--- config.mk ---
export PLATFORM = sky130hd
export DESIGN_NAME = pci_config_header_regs
export DESIGN_NICKNAME = d
export VERILOG_FILES = /design/src/hdl/cfg_hdr_pkg.sv /design/src/hdl/pci_config_header_regs.sv /design/src/hdl/tenure_timer.sv
export SDC_FILE = /design/constraint.sdc
export NUM_CORES = 1
export LEC_CHECK = 0
export BUFFER_PORTS_ARGS = -buffer_cell sky130_fd_sc_hd__buf_4
export CORE_MARGIN = 2
export CORE_UTILIZATION = 49
export CTS_BUF_LIST = sky130_fd_sc_hd__clkbuf_8
export DETAILED_ROUTE_END_ITERATION = 16
export PLACE_DENSITY = 0.79
export SLEW_MARGIN = 0
export SYNTH_ARGS = -nofsm -noshare
export SYNTH_HDL_FRONTEND = slang
export SYNTH_SLANG_ARGS = --single-unit
--- constraint.sdc ---
create_clock -name clk -period 2.2 [get_ports clk]
set_clock_uncertainty 0.2 [all_clocks]
set_input_delay 0.11 -clock clk [delete_from_list [all_inputs] [get_ports clk]]
set_output_delay 0.11 -clock clk [all_outputs]
set_load 0.005 [all_outputs]
--- src/hdl/cfg_hdr_pkg.sv ---
/*
  constants for the type-0 configuration header slice of the 1394 host
  controller function: offsets, field positions, fixed codes, reset values.
  assumes the pci clock domain and dword-addressed configuration cycles.
*/
package cfg_hdr_pkg;

  // ==========================================================
  // register offsets (byte addresses)
  localparam logic [7:0] OFS_CLASS_REV     = 8'h08;
  localparam logic [7:0] OFS_TENURE_LINE   = 8'h0c;
  localparam logic [7:0] OFS_HDR_SELFTEST  = 8'h0e;
  localparam logic [7:0] OFS_WINDOW_BASE   = 8'h10;

  // ==========================================================
  // class and revision fields
  localparam int         CLASS_CAT_LSB     = 24;
  localparam int         SUBCLASS_LSB      = 16;
  localparam int         PROG_MODEL_LSB    = 8;
  localparam int         REVISION_LSB      = 0;
  localparam logic [7:0] FUNCTION_CATEGORY = 8'h0c;
  localparam logic [7:0] SUBCLASS_CODE     = 8'h00;
  localparam logic [7:0] PROG_MODEL_CODE   = 8'h10;

  // ==========================================================
  // tenure / line size and header / self-test fields
  localparam int         LINE_SIZE_LSB     = 0;
  localparam int         TENURE_LSB        = 8;
  localparam int         HEADER_LAYOUT_LSB = 16;
  localparam int         SELFTEST_LSB      = 24;
  localparam logic [7:0] HEADER_LAYOUT     = 8'h00;
  localparam logic [7:0] SELFTEST_VALUE    = 8'h00;
  localparam logic [7:0] LINE_SIZE_RESET   = 8'h00;
  localparam logic [7:0] TENURE_RESET      = 8'h00;

  // ==========================================================
  // window base fields
  localparam int          WINDOW_PTR_LSB    = 11;
  localparam int          WINDOW_PTR_W      = 21;
  localparam logic [20:0] WINDOW_PTR_RESET  = 21'h00000;
  localparam logic [6:0]  WINDOW_SIZE_BITS  = 7'h00;
  localparam logic        WINDOW_PREFETCH   = 1'b0;
  localparam logic [1:0]  WINDOW_LOC_TYPE   = 2'h0;
  localparam logic        WINDOW_SPACE_MEM  = 1'b0;

  // ==========================================================
  // tenure counter
  localparam logic [7:0] TENURE_COUNT_MAX  = 8'hff;

endpackage

--- src/hdl/pci_config_header_regs.sv ---
/*
  configuration header slice of the 1394 host controller function:
  class/revision, tenure limit and line size, header layout and self-test,
  and the memory window base with its address decode.
  assumes dword configuration cycles with byte enables, one request per
  cycle at most, and the command register living outside this block.
  every request is answered one cycle later; unmapped dwords read zero
  and swallow writes. the memory response enable level comes from the
  command register, and the initiator engine supplies frame and grant.
*/
`timescale 1ns/1ps
module pci_config_header_regs #(
  parameter logic [7:0] SILICON_REVISION = 8'h5a, // arbitrary value
  parameter int         TENURE_W         = 8,
  parameter int         LINE_SIZE_W      = 8
) (
  input  wire logic                clk,
  input  wire logic                rstn,
  // configuration access
  input  wire logic                cfg_rd,
  input  wire logic                cfg_wr,
  input  wire logic [7:0]          cfg_addr,
  input  wire logic [3:0]          cfg_byte_en,
  input  wire logic [31:0]         cfg_wdata,
  output logic      [31:0]         cfg_rdata_q,
  output logic                     cfg_ack_q,
  // memory window decode
  input  wire logic                memory_response_enable,
  input  wire logic                mem_valid,
  input  wire logic [31:0]         mem_addr,
  output logic                     window_hit_q,
  output logic      [10:0]         window_offset_q,
  // initiator side
  input  wire logic                frame_start,
  input  wire logic                xfer_active,
  input  wire logic                gnt_n,
  input  wire logic                line_cmd_req,
  output logic                     line_cmd_ok_q,
  output logic      [TENURE_W-1:0] tenure_count_q,
  output logic                     tenure_expired_q,
  output logic                     xfer_stop_q,
  // settings for the rest of the function
  output logic [LINE_SIZE_W-1:0]   line_size_setting_q,
  output logic [TENURE_W-1:0]      tenure_limit_q,
  output logic [20:0]              window_base_pointer_q
);

  // one-hot access decode; combinational, and compared as a whole value downstream
  typedef enum logic [2:0] {
    ACC_IDLE  = 3'b001,
    ACC_READ  = 3'b010,
    ACC_WRITE = 3'b100
  } acc_state_t;

  acc_state_t  acc_d;
  logic [31:0] rd_word;
  logic [7:0]  acc_dword;
  logic        wr_tenure_line;
  logic        wr_window_base;

  if (TENURE_W != 8 || LINE_SIZE_W != 8) begin : g_width_check
    $error("pci_config_header_regs: tenure and line size fields are 8 bits");
  end

  // catch a package edit that no longer tiles the base register
  if (cfg_hdr_pkg::WINDOW_PTR_LSB + cfg_hdr_pkg::WINDOW_PTR_W != 32) begin : g_ptr_span_check
    $error("pci_config_header_regs: window pointer must reach bit 31");
  end

  if ($bits(cfg_hdr_pkg::WINDOW_SIZE_BITS) + $bits(cfg_hdr_pkg::WINDOW_PREFETCH) +
      $bits(cfg_hdr_pkg::WINDOW_LOC_TYPE) + $bits(cfg_hdr_pkg::WINDOW_SPACE_MEM)
      != cfg_hdr_pkg::WINDOW_PTR_LSB) begin : g_low_bits_check
    $error("pci_config_header_regs: fixed low bits must fill up to the pointer");
  end

  if ($bits(cfg_hdr_pkg::WINDOW_PTR_RESET) != cfg_hdr_pkg::WINDOW_PTR_W) begin : g_ptr_reset_check
    $error("pci_config_header_regs: pointer reset value has the wrong width");
  end

  if ($bits(cfg_hdr_pkg::LINE_SIZE_RESET) != LINE_SIZE_W ||
      $bits(cfg_hdr_pkg::TENURE_RESET) != TENURE_W) begin : g_reset_width_check
    $error("pci_config_header_regs: field reset values have the wrong width");
  end

  // lane merges below assume each field fills one whole byte lane
  if (cfg_hdr_pkg::LINE_SIZE_LSB % 8 != 0 || cfg_hdr_pkg::TENURE_LSB % 8 != 0 ||
      cfg_hdr_pkg::HEADER_LAYOUT_LSB % 8 != 0 || cfg_hdr_pkg::SELFTEST_LSB % 8 != 0) begin : g_lane_check
    $error("pci_config_header_regs: tenure word fields must sit on byte lanes");
  end

  // the decoders compare whole dwords, so every decoded offset is aligned
  if (cfg_hdr_pkg::OFS_CLASS_REV % 4 != 0 || cfg_hdr_pkg::OFS_TENURE_LINE % 4 != 0 ||
      cfg_hdr_pkg::OFS_WINDOW_BASE % 4 != 0) begin : g_offset_check
    $error("pci_config_header_regs: decoded offsets must be dword aligned");
  end

  // ==========================================================
  // helpers
  function automatic logic [7:0] dword_of(input logic [7:0] a);
    dword_of = {a[7:2], 2'b00};
  endfunction

  function automatic logic [7:0] merge_byte(input logic [7:0] old_v,
                                            input logic [7:0] new_v,
                                            input logic       en);
    merge_byte = en ? new_v : old_v;
  endfunction

  function automatic logic [31:0] class_word(input logic [7:0] rev);
    class_word = '0;
    class_word[cfg_hdr_pkg::CLASS_CAT_LSB +: 8]  = cfg_hdr_pkg::FUNCTION_CATEGORY;
    class_word[cfg_hdr_pkg::SUBCLASS_LSB +: 8]   = cfg_hdr_pkg::SUBCLASS_CODE;
    class_word[cfg_hdr_pkg::PROG_MODEL_LSB +: 8] = cfg_hdr_pkg::PROG_MODEL_CODE;
    class_word[cfg_hdr_pkg::REVISION_LSB +: 8]   = rev;
  endfunction

  // header layout and self-test ride in the upper half of the same dword
  function automatic logic [31:0] tenure_word(input logic [7:0] line_size,
                                              input logic [7:0] limit);
    tenure_word = '0;
    tenure_word[cfg_hdr_pkg::LINE_SIZE_LSB +: 8]     = line_size;
    tenure_word[cfg_hdr_pkg::TENURE_LSB +: 8]        = limit;
    tenure_word[cfg_hdr_pkg::HEADER_LAYOUT_LSB +: 8] = cfg_hdr_pkg::HEADER_LAYOUT;
    tenure_word[cfg_hdr_pkg::SELFTEST_LSB +: 8]      = cfg_hdr_pkg::SELFTEST_VALUE;
  endfunction

  function automatic logic [31:0] window_word(input logic [20:0] ptr);
    window_word = {ptr,
                   cfg_hdr_pkg::WINDOW_SIZE_BITS,
                   cfg_hdr_pkg::WINDOW_PREFETCH,
                   cfg_hdr_pkg::WINDOW_LOC_TYPE,
                   cfg_hdr_pkg::WINDOW_SPACE_MEM};
  endfunction

  function automatic logic in_window(input logic [31:0] a,
                                     input logic [20:0] ptr);
    in_window = (a[31:cfg_hdr_pkg::WINDOW_PTR_LSB] == ptr);
  endfunction

  // ==========================================================
  // access decode
  // write takes priority if a bus model ever raises both strobes
  always_comb begin
    acc_dword = dword_of(cfg_addr);
    if (cfg_wr) begin
      acc_d = ACC_WRITE;
    end else if (cfg_rd) begin
      acc_d = ACC_READ;
    end else begin
      acc_d = ACC_IDLE;
    end
  end

  // ==========================================================
  // write decode
  // read-only and unmapped dwords get no select, so their writes vanish
  always_comb begin
    wr_tenure_line = 1'b0;
    wr_window_base = 1'b0;
    if (acc_d == ACC_WRITE) begin
      if (acc_dword == cfg_hdr_pkg::OFS_TENURE_LINE) begin
        wr_tenure_line = 1'b1;
      end else if (acc_dword == cfg_hdr_pkg::OFS_WINDOW_BASE) begin
        wr_window_base = 1'b1;
      end
    end
  end

  // ==========================================================
  // read mux
  // offset 0eh shares the dword at 0ch, so both halves come together
  always_comb begin
    if (acc_dword == cfg_hdr_pkg::OFS_CLASS_REV) begin
      rd_word = class_word(SILICON_REVISION);
    end else if (acc_dword == cfg_hdr_pkg::OFS_TENURE_LINE) begin
      rd_word = tenure_word(line_size_setting_q, tenure_limit_q);
    end else if (acc_dword == cfg_hdr_pkg::OFS_WINDOW_BASE) begin
      rd_word = window_word(window_base_pointer_q);
    end else begin
      rd_word = '0;
    end
  end

  // ==========================================================
  // access answer
  always_ff @(posedge clk) begin
    if (!rstn) begin
      cfg_rdata_q <= '0;
    end else if (acc_d == ACC_READ) begin
      cfg_rdata_q <= rd_word;
    end
  end

  always_ff @(posedge clk) begin
    if (!rstn) begin
      cfg_ack_q <= 1'b0;
    end else begin
      cfg_ack_q <= (acc_d != ACC_IDLE);
    end
  end

  // ==========================================================
  // tenure limit and line size
  // bytes 2 and 3 of this dword are the fixed header/self-test pair
  always_ff @(posedge clk) begin
    if (!rstn) begin
      line_size_setting_q <= cfg_hdr_pkg::LINE_SIZE_RESET;
    end else if (wr_tenure_line) begin
      line_size_setting_q <= merge_byte(line_size_setting_q,
                                        cfg_wdata[cfg_hdr_pkg::LINE_SIZE_LSB +: 8],
                                        cfg_byte_en[0]);
    end
  end

  always_ff @(posedge clk) begin
    if (!rstn) begin
      tenure_limit_q <= cfg_hdr_pkg::TENURE_RESET;
    end else if (wr_tenure_line) begin
      tenure_limit_q <= merge_byte(tenure_limit_q,
                                   cfg_wdata[cfg_hdr_pkg::TENURE_LSB +: 8],
                                   cfg_byte_en[1]);
    end
  end

  // ==========================================================
  // window base pointer
  // only bits 15:11 of byte lane 1 are stored; the rest of the lane is fixed
  always_ff @(posedge clk) begin
    if (!rstn) begin
      window_base_pointer_q <= cfg_hdr_pkg::WINDOW_PTR_RESET;
    end else if (wr_window_base) begin
      if (cfg_byte_en[1]) begin
        window_base_pointer_q[4:0] <= cfg_wdata[15:11];
      end
      if (cfg_byte_en[2]) begin
        window_base_pointer_q[12:5] <= cfg_wdata[23:16];
      end
      if (cfg_byte_en[3]) begin
        window_base_pointer_q[20:13] <= cfg_wdata[31:24];
      end
    end
  end

  // ==========================================================
  // window decode
  // a zero base still decodes; software is trusted to program it first
  always_ff @(posedge clk) begin
    if (!rstn) begin
      window_hit_q <= 1'b0;
    end else begin
      window_hit_q <= mem_valid && memory_response_enable &&
        in_window(mem_addr, window_base_pointer_q);
    end
  end

  // captured on a miss too; consumers qualify it with the hit
  always_ff @(posedge clk) begin
    if (!rstn) begin
      window_offset_q <= '0;
    end else if (mem_valid) begin
      window_offset_q <= mem_addr[10:0];
    end
  end

  // ==========================================================
  // line-based command permission
  // a zero line size leaves the engine on plain memory commands
  always_ff @(posedge clk) begin
    if (!rstn) begin
      line_cmd_ok_q <= 1'b0;
    end else begin
      line_cmd_ok_q <= line_cmd_req && (line_size_setting_q != 8'h00);
    end
  end

  // ==========================================================
  // tenure counter
  tenure_timer #(
    .TENURE_W (TENURE_W)
  ) u_tenure (
    .clk         (clk),
    .rstn        (rstn),
    .frame_start (frame_start),
    .xfer_active (xfer_active),
    .gnt_n       (gnt_n),
    .limit       (tenure_limit_q),
    .count_q     (tenure_count_q),
    .expired_q   (tenure_expired_q),
    .stop_q      (xfer_stop_q)
  );

endmodule // pci_config_header_regs

--- src/hdl/tenure_timer.sv ---
/*
  bus tenure counter for the function acting as pci initiator.
  assumes frame_start pulses in the cycle the function first drives
  frame, and xfer_active stays high until its transaction ends.
*/
`timescale 1ns/1ps
module tenure_timer #(
  parameter int TENURE_W = 8
) (
  input  wire logic                clk,
  input  wire logic                rstn,
  input  wire logic                frame_start,
  input  wire logic                xfer_active,
  input  wire logic                gnt_n,
  input  wire logic [TENURE_W-1:0] limit,
  output logic      [TENURE_W-1:0] count_q,
  output logic                     expired_q,
  output logic                     stop_q
);

  logic expired_d;

  if (TENURE_W != 8) begin : g_width_check
    $error("tenure_timer: TENURE_W must be 8");
  end

  // ==========================================================
  // counter
  // saturates so a long burst cannot wrap back under the limit
  always_ff @(posedge clk) begin
    if (!rstn) begin
      count_q <= '0;
    end else if (frame_start) begin
      count_q <= '0;
    end else if (xfer_active && count_q != cfg_hdr_pkg::TENURE_COUNT_MAX) begin
      count_q <= count_q + 8'h01;
    end
  end

  // ==========================================================
  // expiry and stop request
  always_comb begin
    expired_d = xfer_active && !frame_start && (count_q >= limit);
  end

  always_ff @(posedge clk) begin
    if (!rstn) begin
      expired_q <= 1'b0;
    end else if (frame_start || !xfer_active) begin
      expired_q <= 1'b0;
    end else if (expired_d) begin
      expired_q <= 1'b1;
    end
  end

  // grant still held means the arbiter lets us run on
  always_ff @(posedge clk) begin
    if (!rstn) begin
      stop_q <= 1'b0;
    end else begin
      stop_q <= expired_q && xfer_active && gnt_n;
    end
  end

endmodule // tenure_timer

# Yosys cells after proc, flatten, opt, wreduce, memory -nomap -nowiden
# Cells that the tools add are included.
# word_totals
register_bits	93
output_inout_bits	93
elab_cells	53
# op_classes
n_addsub	1
order_cmp	1
n_eq_ne	8
n_mux	10
bitwise	1
n_reduce_logical	19
# op_table
op	n
2-to-1 mux 32 bit	3
== test 21 bit	1
== test 6 x 2 -> 1 bit, second input constant	2
AND reduction 2 bit	5
adder 8 x 1 -> 8 bit, second input constant	1
>= comparator 8 bit	1
logical AND 1 bit	8
inequality test 8 bit, second input constant	1
nonzero test 8 bit	1
== test 6 x 3 -> 1 bit, second input constant	1
2-to-1 mux 1 bit	5
OR reduction 2 bit	2
== test 3 x 2 -> 1 bit, second input constant	1
== test 3 bit, second input constant	1
2-to-1 mux 3 bit	1
inequality test 3 x 1 -> 1 bit, second input constant	1
zero test 1 bit	2
2-to-1 mux 2 bit	1
logical OR 1 bit	1
inverter 1 bit	1

# Logic depth before layout (Yosys ltp)
# Gate-level depths: netlist of the first run.
# depth
ltp_word	5
ltp_mapped	6
mapped_depth_nobuf	6

# Modules after synthesis
# A second synthesis of the first run with hierarchy kept.
# hier_totals
cells_unflattened	430
hier_area_um2	4155.2
# modules_own_cells
module	n_inst	cells_per_inst	area_per_inst_um2
pci_config_header_regs	1	352	3488.3
tenure_timer	1	78	666.9

# Worst setup path before layout of the first run
# OpenSTA, ideal clock, no wires.
# synth_timing
kind	flip-flop to flip-flop
from	register u_tenure.count_q[3]
to	register u_tenure.expired_q
t_arrival_ps	1321
path_slack_ps	562
path_stages_with_launch	6
synth_period_minus_slack_ps	1638
path_cell_list	dfxtp_1 ha_1 a211o_1 a21oi_1 o21ai_0 a32o_1
# synth_between
elab_chain_len	2
# synth_lines
item	line	text
start, declared	tenure_timer.sv:16	output logic [TENURE_W-1:0] count_q,
start signal, assigned	tenure_timer.sv:36	count_q <= count_q + 8'h01;
>= comparator 8 bit	tenure_timer.sv:43	expired_d = xfer_active && !frame_start && (count_q >= limit);
logical AND 1 bit	tenure_timer.sv:43	
end signal, assigned	tenure_timer.sv:48	expired_q <= 1'b0;
end signal, assigned	tenure_timer.sv:50	expired_q <= 1'b0;
end signal, assigned	tenure_timer.sv:52	expired_q <= 1'b1;
end, declared	tenure_timer.sv:17	output logic expired_q,
# Every way passes these cells.
# A chain may end at the register's enable or synchronous reset.

==> impl_results.md, run 1 <==
- Outcome: finished clean
- Clock buffer depth: 2
- First-pass GRT wire length: a little under 20,000 um
- Post-DRT Antenna Nets: 0
- Hold WC Path Type: primary input to register
- Worst reg-to-reg setup slack: about 270 ps
- Post-DP HPWL: between 8000 and 9000 um
- Most common cell after layout, fill and taps aside: buf_4
- Pin count of the biggest net entering global routing: 55
- Sink Count: 93
- Power per cell area: ~520 nW/um2
- Tcrit/Tclk final: 92.3%
- Core area: between 8000 and 9000 um2
- #FFs+latches synth: just over 90
- Routed Wire Length: 13,200 um
- Pre-CTS setup slack: 295 ps
- Asr flop ratio synth: 0%
- I/O Pins: between 150 and 200
- Max VDD drop: approximately 0.38 mV
- Setup Viol. Count Final: 0
- Crit Path Max Fanout: 1
- CP required: 2250 ps
- Row Count: 33
- R2r worst-path depth: 4
- Initial antenna violation count: 0
- Vias per cell: approximately 5.3
- Final #Nets: about 770
- Main synth FF type: dfxtp_1
- Layout cell share with drive strength beyond 1: a little under a third
- Synth top area cells: dfxtp_1 (45%), mux2i_1 (12%), nor2b_1 (7.2%), nand2_1 (3.9%), a21boi_0 (3.8%)
- N_diodes: 0
- Crit path DAT: between 2000 and 2500 ps
- Synth cell types: 38
- Input/output buffers: around 180
- Synth Instances: 430
- Gpl congestion: around 0.78
- Synth warn: 0
- Post-CTS Setup Repair Bufs: 0
- CP endpoint kind: register
- Static Leak: 2.85 nW
- Vias in the first global route: ~4,000
- Post-DR wirelength/cell: roughly 17 um
- Core Util, Final: between 70% and 80%
- Final hold violations: 0
- DRC: 0
- Yosys top cell by area: dfxtp_1
- Setup CP Type: primary input to register
- Hold Path Stages: 3
- CTS Buf Count: 9
- GR Util All Layers: between 20 and 30%
- Pre-antenna DRT Iters: 4
- Max_cap viols: 0
- CTS tree: yes
- Clock-pin slew on the worst setup and hold paths: 110 ps
- Number of fill cells: approximately 530
- RSZ-0062 raised after global routing: false
- Fmax: between 400 and 500 MHz
- Post-synth EDFFs: 0
- Initial Util: roughly half
- Avg Inst Size Synth: around 9.5 um2
- Clock latency on the worst-skew pair: between 300 and 400 ps
- Syn Nets: around 530
- Setup crit start kind: primary input
- Grt total ovfl: 0
- Sequential area share after synthesis: a little under half
- Area grow syn2layout: 58.5%
- Fin. max-slew vios: 0
- Via count: between 4,000 and 5,000
- Die area: roughly 9000 um2
- Worst rel slew slack: between 60 and 70%
- Overall die height: ~95 um
- Die width: ~95 um
- Top cell type's share of synthesized area: 45.4%
- Worst-margin pin slew: 540 ps
- Fin Setup TNS: 0 ps
- Min Tclk post-route: 2030 ps
- Cell Area, Synth: around 4000 um2
- Most frequent cells in the layout: buf_4 (185), dfxtp_1 (93), dlygate4sd3_1 (75), mux2i_1 (48), nor2b_1 (46)
- Initial DRC Count: roughly 150
- Worst Setup Slack, final: about 170 ps
- Root buf cell: clkbuf_8
- Overall Power: 3.36 mW
- H-tree depth: 3
-- final cells by class --
class / instances / area, um2 / share of cell area, %
multi-input combinational: 305 / 2120 / 32.6
clock inverter: 5 / 58.8 / 0.905
inverter: 9 / 33.8 / 0.520
tap: 105 / 131 / 2.02
clock buffer: 11 / 151 / 2.33
sequential: 93 / 1860 / 28.7
timing repair buffer: 260 / 2140 / 32.9
-- per-layer routing --
metal	wire [um]	track usage, %	share of wire [%]	vias up
met3	846	5.61	6.4	29
met1	5320	32.9	40	1973
met2	6710	51.3	51	157
li1	-	-	-	1992
met4	348	10.1	2.6	0
met5	0	0	0	-
-- cells by family after synthesis --
logic type	synth area share (%)
and+or+nand+nor	20.9
DFF	45.4
AOI/OAI and AO/OA	10.9
muxes	11.7
buffers and inverters	3.11
xor gates and xnor gates	5.13
adders and majority gates	2.75
-- metrics by stage --
stage          area [um2]  hold slack (ps)  instances
3_3_place_gp         5530              127        697
4_1_cts              6490             2.29        788
6_report             6500             21.5        788
3_5_place_dp         5530              130        697
2_1_floorplan        4100             20.2        430
5_1_grt              6500             18.8        788
-- cells in the mapped netlist, types with 2 or more instances --
| cell | count |
|---|---|
| nor2_1 | 9 |
| nand3_1 | 25 |
| nand2_1 | 43 |
| buf_2 | 6 |
| inv_1 | 9 |
| o21bai_1 | 2 |
| nor2b_1 | 47 |
| a211o_1 | 2 |
| mux2i_1 | 48 |
| nand2b_1 | 4 |
| ha_1 | 9 |
| and4_1 | 3 |
| nor3_1 | 2 |
| dfxtp_1 | 93 |
| xor2_1 | 17 |
| nor3_4 | 2 |
| a211oi_1 | 2 |
| clkbuf_1 | 16 |
| nand4_1 | 8 |
| nor4_1 | 6 |
| o21ai_0 | 16 |
| a21oi_1 | 14 |
| a21boi_0 | 21 |
| a31oi_1 | 2 |
| xnor2_1 | 7 |
| a221oi_1 | 5 |
-- final timing paths --
| path | startpoint | to |
|---|---|---|
| setup / recovery | mem_addr[9] | window_offset_q[9] |
| hold / removal | mem_valid | window_offset_q[10] |
| setup reg to reg | window_offset_q[9] | window_offset_q[9] |
| hold reg to reg | cfg_rdata_q[0] | cfg_rdata_q[0] |
-- timing repair --
action / in CTS / in global routing
endpoints found under the setup margin: 0 / 2
hold endpoints to repair: 71 / 0
gates resized for setup: 0 / 1
hold buffers: 75 / 0
-- power breakdown --
group	internal (mW)	switching, mW
Clock	0.588	0.607
Combinational	0.268	0.173
Sequential	1.71	0.0176
Total	2.57	0.797
-- sequential cells by signal, indices dropped and copies added, names as in the netlist --
name,cells
cfg_rdata_q,32
window_base_pointer_q,21
window_offset_q,11
line_size_setting_q,8
tenure_limit_q,8
u_tenure.count_q,8
cfg_ack_q,1
line_cmd_ok_q,1
u_tenure.expired_q,1
u_tenure.stop_q,1
window_hit_q,1
-- critical path: stages --
cell and delay [ps]:
dlygate4sd3_1 540, buf_4 140, mux2i_1 130, dlygate4sd3_1 570, nor2b_1 50, dlygate4sd3_1 550
Note: power is estimated with default switching activity, not from simulation.
==> run 2, diff against run 1 <==
--- a/config.mk
+++ b/config.mk
@@ -6,12 +6,14 @@
 export NUM_CORES = 1
 export LEC_CHECK = 0
 export BUFFER_PORTS_ARGS = -buffer_cell sky130_fd_sc_hd__buf_4
+export CELL_PAD_IN_SITES_DETAIL_PLACEMENT = 1
+export CELL_PAD_IN_SITES_GLOBAL_PLACEMENT = 2
 export CORE_MARGIN = 2
-export CORE_UTILIZATION = 49
+export CORE_UTILIZATION = 28
 export CTS_BUF_LIST = sky130_fd_sc_hd__clkbuf_8
 export DETAILED_ROUTE_END_ITERATION = 16
 export PLACE_DENSITY = 0.79
-export SLEW_MARGIN = 0
+export SLEW_MARGIN = 15
 export SYNTH_ARGS = -nofsm -noshare
 export SYNTH_HDL_FRONTEND = slang
 export SYNTH_SLANG_ARGS = --single-unit
==> impl_results.md, run 2 (synthesized netlist as in run 1, its figures left out) <==
- Row Count: 44
- Max_cap viols: 0
- Vias per cell: between 4 and 5
- Crit Path Max Fanout: 4
- Initial DRC Count: approximately 160
- Fin Setup TNS: 0 ps
- Post-CTS Setup Repair Bufs: 0
- Overall die height: 125 um
- Worst-margin pin slew: around 600 ps
- Die width: 125 um
- Fin. max-slew vios: 0
- Clock latency on the worst-skew pair: between 300 and 400 ps
- CP required: about 2300 ps
- Die area: around 16,000 um2
- Post-DP HPWL: 10,300 um
- Most flop-heavy register: cfg_rdata_q
- Crit path DAT: approximately 2100 ps
- Routed Wire Length: around 15,000 um
- Post-DRT Antenna Nets: 0
- Max FFs per register: 32
- Setup Viol. Count Final: 0
- Most common cell after layout, fill and taps aside: buf_4
- Min Tclk post-route: 1950 ps
- Tcrit/Tclk final: 88.5%
- Outcome: finished clean
- Placed cell count: approximately 780
- Vias in the first global route: around 4,400
- # resized after CTS: 0
- Pre-antenna DRT Iters: 4
- Pin count of the biggest net entering global routing: 91
- First-pass GRT wire length: approximately 23,000 um
- Input/output buffers: about 180
- RSZ-0062 raised after global routing: false
- Core area: ~14,000 um2
- Static Leak: about 2.8 nW
- CTS tree: yes
- H-tree depth: 3
- Root buf cell: clkbuf_8
- Area grow syn2layout: 60.9%
- Final hold violations: 0
- Hold WC Path Type: primary input to register
- Clock-pin slew on the worst setup and hold paths: about 100 ps
- Initial antenna violation count: 1
- R2r worst-path depth: 5
- Biggest regs: cfg_rdata_q (32), window_base_pointer_q (21), window_offset_q (11)
- Most frequent cells in the layout: buf_4 (189), dfxtp_1 (93), dlygate4sd3_1 (73), mux2i_1 (48), nor2b_1 (46)
- Fmax: ~500 MHz
- I/O Pins: approximately 180
- Sink Count: 93
- Layout cell share with drive strength beyond 1: a little under a third
- Worst rel slew slack: around 60%
- DP Area: roughly 5700 um2
- Via count: between 4,000 and 5,000
- Final Instance Area: 6600 um2
- Gpl congestion: approximately 0.8
- Hold Path Stages: 3
- GR Util All Layers: a little under a fifth
- Grt total ovfl: 0
- Setup CP Type: register to register
- CP endpoint kind: register
- DRC: 0
- Max VDD drop: 0.264 mV
- Post-DR wirelength/cell: between 15 and 20 um
- Hold Buf Count CTS: 73
- Initial Util: 28.4%
- Final Non-Filler Cells: 870
- Setup crit start kind: register
- Power per cell area: 500 nW/um2
- Final #Nets: a little under 800
- Clock buffer depth: 2
- CTS Buf Count: 9
-- run 2: cell count changes in the layout (fill, tap and decap cells not counted), sizes merged --
| cell | before | now |
|---|---|---|
| clkbuf | 11 | 12 |
| clkinvlp | 2 | 0 |
| dlygate4sd3 | 75 | 73 |
| inv | 9 | 10 |
| buf | 185 | 190 |
| diode | 0 | 1 |
| bufinv | 1 | 0 |
-- run 2: final cells by class --
type | count | area [um2]
antenna | 1 | 2.50
clock buffer | 12 | 165
clock inverter | 3 | 21.3
fill | 1652 | 7830
inverter | 9 | 33.8
multi-input combinational | 305 | 2110
sequential | 93 | 1860
tap | 184 | 230
timing repair buffer | 263 | 2170
-- run 2: layer usage --
layer	vias up	share of wire [%]	GRT usage, %
met1	1989	42	22.3
met4	0	1.5	5.69
met3	15	6.0	6.29
met2	118	50	32.9
met5	-	0	0
li1	1988	-	-
-- run 2: worst paths after layout --
check                           start             endpoint  slack, ps
min                              rstn  u_tenure.count_q[6]         40
min reg2reg           cfg_rdata_q[30]      cfg_rdata_q[30]        270
max          window_base_pointer_q[1]         window_hit_q        250
max reg2reg  window_base_pointer_q[1]         window_hit_q        250
-- run 2: per-stage QoR --
stage	total power [mW]	utilization [%]	worst slack [ps]	hold slack, ps
after floorplan	1.89	-	562	20.2
after global placement	2.10	39.3	411	139
after detailed placement	2.11	39.3	370	137
after CTS	3.36	45.7	218	7.68
after global routing	3.48	45.7	103	29.5
final	3.30	45.7	253	36.7
-- run 2: power by group --
| group | total, mW | internal, mW | switching (mW) |
|---|---|---|---|
| Sequential | 1.73 | 1.71 | 0.0170 |
| Clock | 1.11 | 0.498 | 0.615 |
| Combinational | 0.458 | 0.283 | 0.175 |
| Total | 3.30 | 2.49 | 0.808 |
-- run 2: critical path, cell delays in order (launching register included) --
cell and delay (ps):
dfxtp_1 380, xor2_1 180, nor4_1 290, dlygate4sd3_1 610
nand4_1 90, nor3_1 130
==> run 3, diff against run 2 <==
==> constraint.sdc (replaced) <==
create_clock -name clk -period 2.2 [get_ports clk]
set_clock_uncertainty 0.2 [all_clocks]
set_input_delay 0.44 -clock clk [delete_from_list [all_inputs] [get_ports clk]]
set_output_delay 0.44 -clock clk [all_outputs]
set_load 0.005 [all_outputs]
==> impl_results.md, run 3 (synthesized netlist as in run 1, its figures left out) <==
- Initial DRC Count: 170
- Final Non-Filler Cells: 796
- Hold Path Stages: 2
- Setup Viol. Count Final: 0
- Clock latency on the worst-skew pair: 370 ps
- Crit-path max cell delay: roughly 390 ps
- Hold WC Path Type: primary input to register
- Tcrit/Tclk final: approximately four fifths
- Root buf cell: clkbuf_8
- R2r worst-path depth: 6
- N_diodes: 0
- Fmax: around 570 MHz
- Max FFs per register: 32
- Post-DRT Antenna Nets: 0
- DRC: 0
- Fin Setup TNS: 0 ps
- Layout cell share with drive strength beyond 1: between 30% and 40%
- Gpl congestion: 0.785
- DP Area: approximately 5700 um2
- Sink Count: 93
- Worst path bufs/invs: 1
- Die area: approximately 16,000 um2
- Via count: 3,762
- Final hold violations: 0
- Number of fill cells: 1,667
- Worst rel slew slack: about three fifths
- Min Tclk post-route: ~1700 ps
- RSZ-0062 raised after global routing: false
- Hold Path End: cfg_ack_q
- Biggest regs: cfg_rdata_q (32), window_base_pointer_q (21), window_offset_q (11)
- Hold path start: cfg_rd
- Fin. max-slew vios: 0
- Row Count: 44
- FF-to-FF End: u_tenure.expired_q
- Post-DP HPWL: around 10,000 um
- CTS Buf Count: 9
- CTS tree: yes
- Most common cell after layout, fill and taps aside: buf_4
- H-tree depth: 3
- Vias per cell: roughly 4.7
- I/O Pins: between 150 and 200
- Cell Chain, Critical Path: inv_1, ha_1, a211o_1, a21oi_1, o21ai_0, a32o_1
- Worst-margin pin slew: 627 ps
- Initial antenna violation count: 0
- Placed cell count: 780
- # resized after CTS: 0
- Power per cell area: about 560 nW/um2
- Area grow syn2layout: 44.5%
- Setup crit start kind: register
- Overall die height: approximately 120 um
- Crit path DAT: between 1500 and 2000 ps
- CP endpoint kind: register
- Grt total ovfl: 0
- Max VDD drop: roughly 0.27 mV
- Most frequent cells in the layout: buf_4 (185), dfxtp_1 (93), mux2i_1 (48), nor2b_1 (46), nand2_1 (43)
- First-pass GRT wire length: 21,800 um
- Core area: ~14,000 um2
- Pin count of the biggest net entering global routing: 91
- Hold Buf Count CTS: 0
- Post-CTS Setup Repair Bufs: 0
- Overall Power: between 3 and 4 mW
- Clock buffer depth: 2
- Most flop-heavy register: cfg_rdata_q
- Post-DR wirelength/cell: approximately 17 um
- Max_cap viols: 0
- Routed Wire Length: ~13,000 um
- Outcome: finished clean
- Final Instance Area: approximately 6000 um2
- Initial Util: 28.4%
- Vias in the first global route: around 4,000
- Reg2reg start: tenure_limit_q[3]
- Static Leak: between 2 and 3 nW
- Final #Nets: ~700
- Worst reg-to-reg setup slack: 450 ps
- Slowest CP cell: dfxtp_1
- Top Family by Delay on Critical Path: compound AO/OA/AOI/OAI gates
- CP required: 2270 ps
- Crit Path Max Fanout: 4
- Pre-antenna DRT Iters: 4
- Input/output buffers: 176
- Setup CP Type: register to register
- Die width: between 100 and 150 um
- Clock-pin slew on the worst setup and hold paths: approximately 90 ps
- GR Util All Layers: between 10% and 20%
run 3: worst max-delay path by stage:
| stage | from | to | slack, ps | cells after the start |
|---|---|---|---|---|
| after floorplan | cfg_addr[5] | line_size_setting_q[0] | 340 | 4 |
| after global placement | cfg_addr[2] | window_base_pointer_q[1] | 200 | 6 |
| after detailed placement | cfg_addr[2] | window_base_pointer_q[3] | 110 | 6 |
| after CTS | tenure_limit_q[3] | u_tenure.expired_q | 430 | 6 |
| after global routing | u_tenure.count_q[1] | u_tenure.count_q[0] | 250 | 5 |
| final | tenure_limit_q[3] | u_tenure.expired_q | 450 | 6 |
run 3: final cells by class:
type / instances / area, um2 / share of cell area, %
clock buffer: 11 / 151 / 2.56
clock inverter: 5 / 65.1 / 1.10
inverter: 9 / 33.8 / 0.570
multi-input combinational: 305 / 2110 / 35.6
sequential: 93 / 1860 / 31.4
tap: 184 / 230 / 3.89
timing repair buffer: 189 / 1470 / 24.8
run 3: worst reg2reg max path: stages (launching register included):
cell and delay [ps]:
dfxtp_1 390, inv_1 70, ha_1 290, a211o_1 260, a21oi_1 100, o21ai_0 110
a32o_1 230
run 3: through the flow:
step / setup WS, ps / hold WS (ps) / util, %
final: 452 / 81.4 / 41.1
after global routing: 247 / 62.1 / 41.1
after CTS: 429 / 61.2 / 41.1
after detailed placement: 112 / 260 / 39.6
after global placement: 205 / 250 / 39.6
after floorplan: 342 / 257 / -
run 3: routing by layer:
metal	GRT usage, %	up-vias	share of wire (%)
li1	-	1847	-
met1	21.7	1788	44
met2	29.2	110	48
met3	4.96	17	6.2
met4	5.62	0	1.6
met5	0	-	0
run 3: power by group:
part | leakage [nW] | internal [mW] | total, mW | switching (mW)
Clock | 0.111 | 0.602 | 1.26 | 0.654
Combinational | 1.68 | 0.196 | 0.341 | 0.145
Sequential | 0.754 | 1.71 | 1.73 | 0.0162
